==> config.mk <==
export PLATFORM = sky130hd
export DESIGN_NAME = ssq_sequencer
export DESIGN_NICKNAME = d
export VERILOG_FILES = /design/src/rtl/ssq_pkg.sv /design/src/rtl/ssq_sequencer.sv /design/src/rtl/ssq_sync_timer.sv
export SDC_FILE = /design/constraint.sdc
export NUM_CORES = 1
export LEC_CHECK = 0
export BUFFER_PORTS_ARGS = -buffer_cell sky130_fd_sc_hd__buf_2
export CORE_ASPECT_RATIO = 0.9
export CORE_MARGIN = 4
export CORE_UTILIZATION = 25
export CTS_CLUSTER_DIAMETER = 50
export CTS_CLUSTER_SIZE = 25
export DETAILED_ROUTE_END_ITERATION = 10
export PLACE_DENSITY = 0.48
export SETUP_SLACK_MARGIN = 0.3
export SYNTH_ARGS = -nofsm -noshare
export SYNTH_HDL_FRONTEND = slang
export SYNTH_SLANG_ARGS = --single-unit
==> constraint.sdc <==
create_clock -name core_clk -period 3.25 [get_ports core_clk]
set_input_delay 0.4875 -clock core_clk [delete_from_list [all_inputs] [get_ports core_clk]]
set_output_delay 0.4875 -clock core_clk [all_outputs]
set_load 0.02 [all_outputs]
==> src/rtl/ssq_pkg.sv <==
// Package of timing constants and state types for the supply sequencer.
`default_nettype none
package ssq_pkg;
	// ------------------------------------------------------------
	// Clock and timing
	// ------------------------------------------------------------
	localparam int CLK_PERIOD_PS     = 5000;
	localparam int POR_DELAY_US      = 5000;  // Least power-on reset delay.
	localparam int FAULT_OFF_US      = 1000;  // Least fault-off hold.
	localparam int PWRUP_DELAY_US    = 1000;  // Least input presence time.
	localparam int SNS_RETRY_US      = 5000;  // Least sensor retry hold.
	localparam int SS_STEP_US        = 400;   // Soft-start dwell per step.
	localparam int POR_CYC       = (POR_DELAY_US * 1000 + CLK_PERIOD_PS - 1) / CLK_PERIOD_PS;
	localparam int FAULT_OFF_CYC = (FAULT_OFF_US * 1000 + CLK_PERIOD_PS - 1) / CLK_PERIOD_PS;
	localparam int PWRUP_CYC     = (PWRUP_DELAY_US * 1000 + CLK_PERIOD_PS - 1) / CLK_PERIOD_PS;
	localparam int SNS_RETRY_CYC = (SNS_RETRY_US * 1000 + CLK_PERIOD_PS - 1) / CLK_PERIOD_PS;
	localparam int SS_STEP_CYC   = (SS_STEP_US * 1000 + CLK_PERIOD_PS - 1) / CLK_PERIOD_PS;
	// ------------------------------------------------------------
	// Soft-start target
	// ------------------------------------------------------------
	localparam int        SS_STEPS   = 16;
	localparam logic [4:0] SS_HALF    = 5'h10;   // Half of full scale.
	localparam logic [4:0] SS_FULL    = 5'h1f;   // Nominal code reached after the 16 steps.
	localparam int        TMR_W      = 24;
	localparam int        N_SNS      = 2;
	// ------------------------------------------------------------
	// Main sequencer states
	// ------------------------------------------------------------
	typedef enum logic [2:0] {
		SSQ_STANDBY,
		SSQ_QUALIFY,
		SSQ_SOFTSTART,
		SSQ_POR,
		SSQ_RUN,
		SSQ_FAULT_OFF
	} ssq_state_e;
endpackage
`default_nettype wire

==> src/rtl/ssq_sequencer.sv <==
// Supply sequencer and supervisor: start-up, soft-start, faults, reset and standby.
`timescale 1ns/100ps
`default_nettype none
module ssq_sequencer
	import ssq_pkg::*;
#(
	parameter int POR_CYCLES   = POR_CYC,
	parameter int FAULT_CYCLES = FAULT_OFF_CYC,
	parameter int PWRUP_CYCLES = PWRUP_CYC,
	parameter int RETRY_CYCLES = SNS_RETRY_CYC,
	parameter int STEP_CYCLES  = SS_STEP_CYC
) (
	// Clock and reset
	input  wire logic             core_clk,
	input  wire logic             sys_rst,
	// Enable pins from the host
	input  wire logic             main_enable,
	input  wire logic             sensor_supply_enable,
	// Supply presence comparators
	input  wire logic             battery_input_ok,
	input  wire logic             keepalive_battery_input_ok,
	// Output window comparators
	input  wire logic             main_buck_output_ok,
	input  wire logic             low_volt_linear_output_ok,
	input  wire logic             keepalive_output_ok,
	input  wire logic [N_SNS-1:0] sensor_fault,
	// Regulator controls
	output logic                  buck_gate_enable,
	output logic [4:0]            buck_target,
	output logic                  main_buck_output_discharge,
	output logic                  low_volt_linear_enable,
	output logic                  low_volt_linear_output_discharge,
	output logic                  sensor_supply_one_enable,
	output logic                  sensor_supply_two_enable,
	output logic                  standby_active,
	// Open-drain supervisory outputs
	output logic                  power_good_out_o,
	output logic                  power_good_out_oe,
	output logic                  keepalive_good_out_o,
	output logic                  keepalive_good_out_oe
);
	// ------------------------------------------------------------
	// Input synchronisers
	// ------------------------------------------------------------
	logic             en_s, sns_en_s, buck_ok_s, lin_ok_s, kam_ok_s;
	logic [N_SNS-1:0] sfault_s;
	logic             vin_done, kain_done, qual_run;
	logic [2:0]       en_sy_q, sns_sy_q, bok_sy_q, lok_sy_q, kok_sy_q;
	logic [2:0]       sf_sy_q [N_SNS];

	// Three stages; the level moves once stages two and three agree.
	always_ff @(posedge core_clk) begin
		if (sys_rst) begin
			en_sy_q  <= 3'h0;
			sns_sy_q <= 3'h0;
			bok_sy_q <= 3'h0;
			lok_sy_q <= 3'h0;
			kok_sy_q <= 3'h0;
			en_s      <= 1'b0;
			sns_en_s  <= 1'b0;
			buck_ok_s <= 1'b0;
			lin_ok_s  <= 1'b0;
			kam_ok_s  <= 1'b0;
		end else begin
			en_sy_q  <= {en_sy_q[1:0], main_enable};
			sns_sy_q <= {sns_sy_q[1:0], sensor_supply_enable};
			bok_sy_q <= {bok_sy_q[1:0], main_buck_output_ok};
			lok_sy_q <= {lok_sy_q[1:0], low_volt_linear_output_ok};
			kok_sy_q <= {kok_sy_q[1:0], keepalive_output_ok};
			if (en_sy_q[2] == en_sy_q[1])   en_s      <= en_sy_q[2];
			if (sns_sy_q[2] == sns_sy_q[1]) sns_en_s  <= sns_sy_q[2];
			if (bok_sy_q[2] == bok_sy_q[1]) buck_ok_s <= bok_sy_q[2];
			if (lok_sy_q[2] == lok_sy_q[1]) lin_ok_s  <= lok_sy_q[2];
			if (kok_sy_q[2] == kok_sy_q[1]) kam_ok_s  <= kok_sy_q[2];
		end
	end

	// Input presence qualifiers, one per supply input.
	ssq_sync_timer #(.LIMIT(PWRUP_CYCLES)) u_vin_qual (
		.core_clk (core_clk),
		.sys_rst  (sys_rst),
		.raw_in   (battery_input_ok),
		.run      (qual_run),
		.level_q  (),
		.done_q   (vin_done)
	);
	ssq_sync_timer #(.LIMIT(PWRUP_CYCLES)) u_kain_qual (
		.core_clk (core_clk),
		.sys_rst  (sys_rst),
		.raw_in   (keepalive_battery_input_ok),
		.run      (qual_run),
		.level_q  (),
		.done_q   (kain_done)
	);

	// ------------------------------------------------------------
	// Main sequencer
	// ------------------------------------------------------------
	ssq_state_e       state_q;
	logic [TMR_W-1:0] tmr_q;
	logic [4:0]       step_q;
	logic             outs_ok;

	assign outs_ok  = buck_ok_s && lin_ok_s;
	assign qual_run = (state_q == SSQ_QUALIFY);

	// Enable low beats every other state so standby is always reachable.
	always_ff @(posedge core_clk) begin
		if (sys_rst) begin
			state_q <= SSQ_STANDBY;
			tmr_q   <= '0;
			step_q  <= 5'h0;
		end else if (!en_s) begin
			state_q <= SSQ_STANDBY;
			tmr_q   <= '0;
			step_q  <= 5'h0;
		end else begin
			unique case (state_q)
				SSQ_STANDBY: begin
					state_q <= SSQ_QUALIFY;
				end
				SSQ_QUALIFY: begin
					if (vin_done && kain_done) begin
						state_q <= SSQ_SOFTSTART;
						step_q  <= 5'h0;
						tmr_q   <= '0;
					end
				end
				SSQ_SOFTSTART: begin
					if (tmr_q >= TMR_W'(STEP_CYCLES - 1)) begin
						tmr_q <= '0;
						if (step_q == 5'(SS_STEPS)) begin
							// Soft-start over: check both outputs.
							if (outs_ok) begin
								state_q <= SSQ_POR;
							end else begin
								state_q <= SSQ_FAULT_OFF;
							end
						end else begin
							step_q <= step_q + 5'h1;
						end
					end else begin
						tmr_q <= tmr_q + 1'b1;
					end
				end
				SSQ_POR: begin
					if (!outs_ok) begin
						state_q <= SSQ_FAULT_OFF;
						tmr_q   <= '0;
					end else if (tmr_q >= TMR_W'(POR_CYCLES - 1)) begin
						state_q <= SSQ_RUN;
					end else begin
						tmr_q <= tmr_q + 1'b1;
					end
				end
				SSQ_RUN: begin
					if (!outs_ok) begin
						state_q <= SSQ_FAULT_OFF;
						tmr_q   <= '0;
					end
				end
				SSQ_FAULT_OFF: begin
					if (tmr_q >= TMR_W'(FAULT_CYCLES - 1)) begin
						state_q <= SSQ_SOFTSTART;
						tmr_q   <= '0;
						step_q  <= 5'h0;
					end else begin
						tmr_q <= tmr_q + 1'b1;
					end
				end
			endcase
		end
	end

	// ------------------------------------------------------------
	// Regulator controls
	// ------------------------------------------------------------
	logic buck_on;
	assign buck_on = (state_q == SSQ_SOFTSTART) || (state_q == SSQ_POR) ||
		(state_q == SSQ_RUN);

	// Linear regulator shares the switcher's on, off and discharge.
	always_ff @(posedge core_clk) begin
		if (sys_rst) begin
			buck_gate_enable                 <= 1'b0;
			buck_target                      <= 5'h0;
			low_volt_linear_enable           <= 1'b0;
			main_buck_output_discharge       <= 1'b1;
			low_volt_linear_output_discharge <= 1'b1;
			standby_active                   <= 1'b1;
		end else begin
			buck_gate_enable                 <= buck_on;
			buck_target                      <= buck_on ? (SS_HALF - 5'h1 + step_q) : 5'h0;
			low_volt_linear_enable           <= buck_on;
			main_buck_output_discharge       <= (state_q == SSQ_STANDBY);
			low_volt_linear_output_discharge <= (state_q == SSQ_STANDBY);
			standby_active                   <= (state_q == SSQ_STANDBY);
		end
	end

	// ------------------------------------------------------------
	// Sensor supplies with retry timers
	// ------------------------------------------------------------
	logic [N_SNS-1:0] sns_on_q;

	for (genvar i = 0; i < N_SNS; i++) begin : g_sns
		logic [TMR_W-1:0] rt_q;
		logic             off_q;

		always_ff @(posedge core_clk) begin
			if (sys_rst) begin
				sf_sy_q[i]  <= 3'h0;
				sfault_s[i] <= 1'b0;
			end else begin
				sf_sy_q[i] <= {sf_sy_q[i][1:0], sensor_fault[i]};
				if (sf_sy_q[i][2] == sf_sy_q[i][1]) sfault_s[i] <= sf_sy_q[i][2];
			end
		end

		// A fault parks only this output until the retry count runs out.
		always_ff @(posedge core_clk) begin
			if (sys_rst || !sns_en_s || !buck_on) begin
				off_q       <= 1'b0;
				rt_q        <= '0;
				sns_on_q[i] <= 1'b0;
			end else if (off_q) begin
				sns_on_q[i] <= 1'b0;
				if (rt_q >= TMR_W'(RETRY_CYCLES - 1)) begin
					off_q <= 1'b0;
					rt_q  <= '0;
				end else begin
					rt_q <= rt_q + 1'b1;
				end
			end else if (sfault_s[i] && sns_on_q[i]) begin
				off_q       <= 1'b1;
				sns_on_q[i] <= 1'b0;
			end else begin
				sns_on_q[i] <= 1'b1;
			end
		end
	end

	assign sensor_supply_one_enable = sns_on_q[0];
	assign sensor_supply_two_enable = sns_on_q[1];

	// ------------------------------------------------------------
	// Open-drain supervisory outputs
	// ------------------------------------------------------------
	// The output value is always low; only the enable moves.
	always_ff @(posedge core_clk) begin
		if (sys_rst) begin
			power_good_out_o      <= 1'b0;
			power_good_out_oe     <= 1'b1;
			keepalive_good_out_o  <= 1'b0;
			keepalive_good_out_oe <= 1'b1;
		end else begin
			power_good_out_oe     <= !((state_q == SSQ_RUN) && outs_ok);
			keepalive_good_out_oe <= !kam_ok_s;
		end
	end
endmodule
`default_nettype wire

==> src/rtl/ssq_sync_timer.sv <==
// Three-stage input synchroniser followed by a qualify timer.
`timescale 1ns/100ps
`default_nettype none
module ssq_sync_timer
	import ssq_pkg::*;
#(
	parameter int LIMIT = 1
) (
	// Clock and reset
	input  wire logic core_clk,
	input  wire logic sys_rst,
	// Raw level and qualify control
	input  wire logic raw_in,
	input  wire logic run,
	// Results
	output logic      level_q,
	output logic      done_q
);
	logic [2:0]       sync_q;
	logic [TMR_W-1:0] cnt_q;

	// Stage one feeds only stage two; a change counts once two and three agree.
	always_ff @(posedge core_clk) begin
		if (sys_rst) begin
			sync_q  <= 3'h0;
			level_q <= 1'b0;
		end else begin
			sync_q <= {sync_q[1:0], raw_in};
			if (sync_q[2] == sync_q[1]) begin
				level_q <= sync_q[2];
			end
		end
	end

	// Continuous presence is needed; a drop of two cycles or more restarts the count.
	always_ff @(posedge core_clk) begin
		if (sys_rst || !run || !level_q) begin
			cnt_q  <= '0;
			done_q <= 1'b0;
		end else if (cnt_q >= TMR_W'(LIMIT - 1)) begin
			done_q <= 1'b1;
		end else begin
			cnt_q <= cnt_q + 1'b1;
		end
	end
endmodule
`default_nettype wire

==> reports/results.txt <==
Pin count of the biggest net entering global routing: 23
Inserted Clock Buffers: 17
Commonest non-fill, non-tap cells in the layout: 179 x dfxtp_1, 62 x nor2_1, 50 x and3_1
Vias: 4810
Worst VDD drop: 366 uV
Number of global-route vias before repair: 4542
Crit Path Class: reg -> reg
First-pass GRT wire length: 22500 um
Root Buffer: clkbuf_16
Post-CTS Setup Bufs: 0
Die W: 182 um
Drt wl/cell: 11.9 um
Initial core utilization: 0.254
Synth Register Bits: 179
Crit share post-route: 0.735
Placed Area: 7290 sq um
Static leakage: 2.91 nW
Port Buffer Count: 24
Hold_ws: 261 ps
PostCTS Resize Cnt: 0
DP Wirelength: 8810 um
Power Density: 530 nW/um^2
Layout cells sized above 1: 0.121
Iteration-0 DRC Markers: 287
Final hold vios: 0
Warnings, synthesis: 0
Share of power burned in registers: 0.533
Gpl congestion: 0.738
Psw: 0.912 mW
Via-to-Cell Ratio: 4.41
Critical Path Most Common Cell: nor2_1
Area added between synthesis and finish: 14.4%
# diodes: 0
# hold bufs at CTS: 0
Final worst setup slack: 860 ps
Hold_sp: sensor_supply_enable
Multi-input logic area: 3040 sq um
Clock sinks: 179
Internal: 3.24 mW
TritonCTS clock tree: done
Post-synth EDFFs: 0
Crit path capture type: register
Setup crit start: state_q[2]
Slew Limit Fails: 0
Synth Area in Compound Gates: 0.115
Worst skew pair latency: 430 ps
Synth Flop Type: dfxtp_1
DR DRC count: 0
Clk pwr share: 0.460
Relative slew slack: 0.579
Maximum root-to-sink buffer count: 2
Worst Setup Start Kind: register
Combinational Power Share: 0.007
Core Rows: 57
Max-Cap Viols: 0
TNS Setup: 0 ps
Layout Nets: 743
CP cell instances: a21bo_2, a221o_1, nor2_1, buf_4, a41oi_1, nor2_1
Worst slew pin tran: 631 ps
Worst stage delay on the critical path: 690 ps
Core area: 27000 sq um
Status: finished clean
Fillers: 2837
Tmin final: 2390 ps
Syn Inst Count: 709
Final Cell Area: 7830 sq um
Critical Path Fanout Max: 19
Post-Place Worst Slack: 865 ps
Post-Synthesis Cell Area: 6850 sq um
Most common cell after layout, fill and taps aside: dfxtp_1
Htree depth: 4
Sequential cell area: 3580 sq um
Synth Area in Adders: 0.0146
Post-Synth XOR/XNOR Area: 0.0345
Worst-path clk slew: 70 ps
FMAX: 418 MHz
Slowest CP cell: dfxtp_1
Clock skew: 17.8 ps
Post-Route WL: 13000 um
Die area: 30100 sq um
Die Height: 165 um
Syn Area/Cell: 9.66 sq um
RSZ-0062 raised after global routing: false
Pre-Repair DR Iteration Count: 5
Setup violations, final: 0
Worst r2r src: state_q[2]
Required time worst endpoint: 3610 ps
Tot Pwr: 4.15 mW
Sw Ratio: 0.220
Ports: 27
GRT Total Usage: 0.0906
Multiplexer area fraction after synthesis: 0.00768
Hold crit path type: in -> reg
Distinct cells, synth: 72
Seq/Total Area, Yosys: 0.523
CP arrival: 2750 ps
Simple-gate area share of the yosys netlist: 0.271
Largest family of logic cells by synthesized area: simple AND/OR/NAND/NOR gates
FFs w/ async S/R, synth: 0
Initial antenna violation count: 0
Total congestion overflow: 0
DRT antenna net count: 0
==> registers in the layout, summed over array words and instances, names as in the netlist, 5 cells and up <==
register	cells
step_q	5
sf_sy_q	6
u_kain_qual.cnt_q	24
u_vin_qual.cnt_q	24
tmr_q	24
g_sns.rt_q	48
buck_target	5
==> layout make-up <==
class,count,area share
inverter,11,0.00527
multi-input combinational,483,0.388
clock inverter,10,0.0120
sequential,179,0.458
clock buffer,21,0.0575
tap,354,0.0565
timing repair buffer,32,0.0230
==> critical path, delay by kind of cell (launching register included) <==
kind / cells / cell delay, ps
AOI/OAI and AO/OA: 3 / 860
buffers and inverters: 1 / 230
DFF: 1 / 690
and+or+nand+nor: 2 / 540
==> cells by family (layout without fill, tap and decap cells) <==
| kind of cell | Yosys count | count (layout) |
|---|---|---|
| multiplexers | 5 | 5 |
| adder cells (fa/ha/maj) | 8 | 8 |
| AND/OR/NAND/NOR | 327 | 327 |
| XOR/XNOR | 27 | 27 |
| flip-flops | 179 | 179 |
| other | 1 | 2 |
| AO/OA/AOI/OAI | 114 | 114 |
| buffers and inverters | 48 | 74 |
==> stage by stage <==
stage | std cells | util
2_1_floorplan | 710 | -
3_3_place_gp | 1059 | 0.270
3_5_place_dp | 1059 | 0.270
4_1_cts | 1090 | 0.291
5_1_grt | 1090 | 0.291
6_report | 1090 | 0.291
==> cell usage after synthesis (5+ instances only) <==
master    count  area [sq um]
a21oi_1      29           145
and2_1       31           194
and3_1       50           313
buf_2        12          60.1
buf_4         5          37.5
clkbuf_1     15          56.3
dfxtp_1     179          3580
ha_1          8           100
inv_1        11          41.3
nand2_1      43           161
nand3_1      14          70.1
nand4_1      16           100
nor2_1       62           233
nor2_2        6          37.5
nor2b_1      34           213
nor3_1       14          70.1
nor3b_1       9          67.6
nor4_1       14          87.6
o21ai_0      25           125
o21ai_1      10          50.1
xnor2_1      18           158
xor2_1        9          78.8
==> per-layer routing <==
metal / track usage / part of all wire / wire length, um / vias up
met5: 0 / 0 / 0 / -
met1: 0.126 / 0.55 / 7160 / 2237
met2: 0.133 / 0.41 / 5310 / 41
met3: 0.0286 / 0.034 / 445 / 7
met4: 0.0317 / 0.0075 / 97 / 0
li1: - / - / - / 2525
==> final timing paths <==
check | endpoint | slack [ps] | cells past startpoint
setup reg to reg | tmr_q[12] | 860 | 6
hold reg to reg | keepalive_good_out_oe | 410 | 1
setup / recovery | tmr_q[12] | 860 | 6
hold / removal | sns_sy_q[0] | 260 | 2
==> power groups by stage <==
stage          clock network, mW  registers (mW)  logic [mW]
6_report                    1.91            2.21      0.0289
5_1_grt                     2.08            2.21      0.0330
4_1_cts                     1.99            2.21      0.0299
3_5_place_dp                   0            2.26      0.0297
3_3_place_gp                   0            2.26      0.0297
2_1_floorplan                  0            2.26      0.0208
Power figures use the tool's default switching activity.
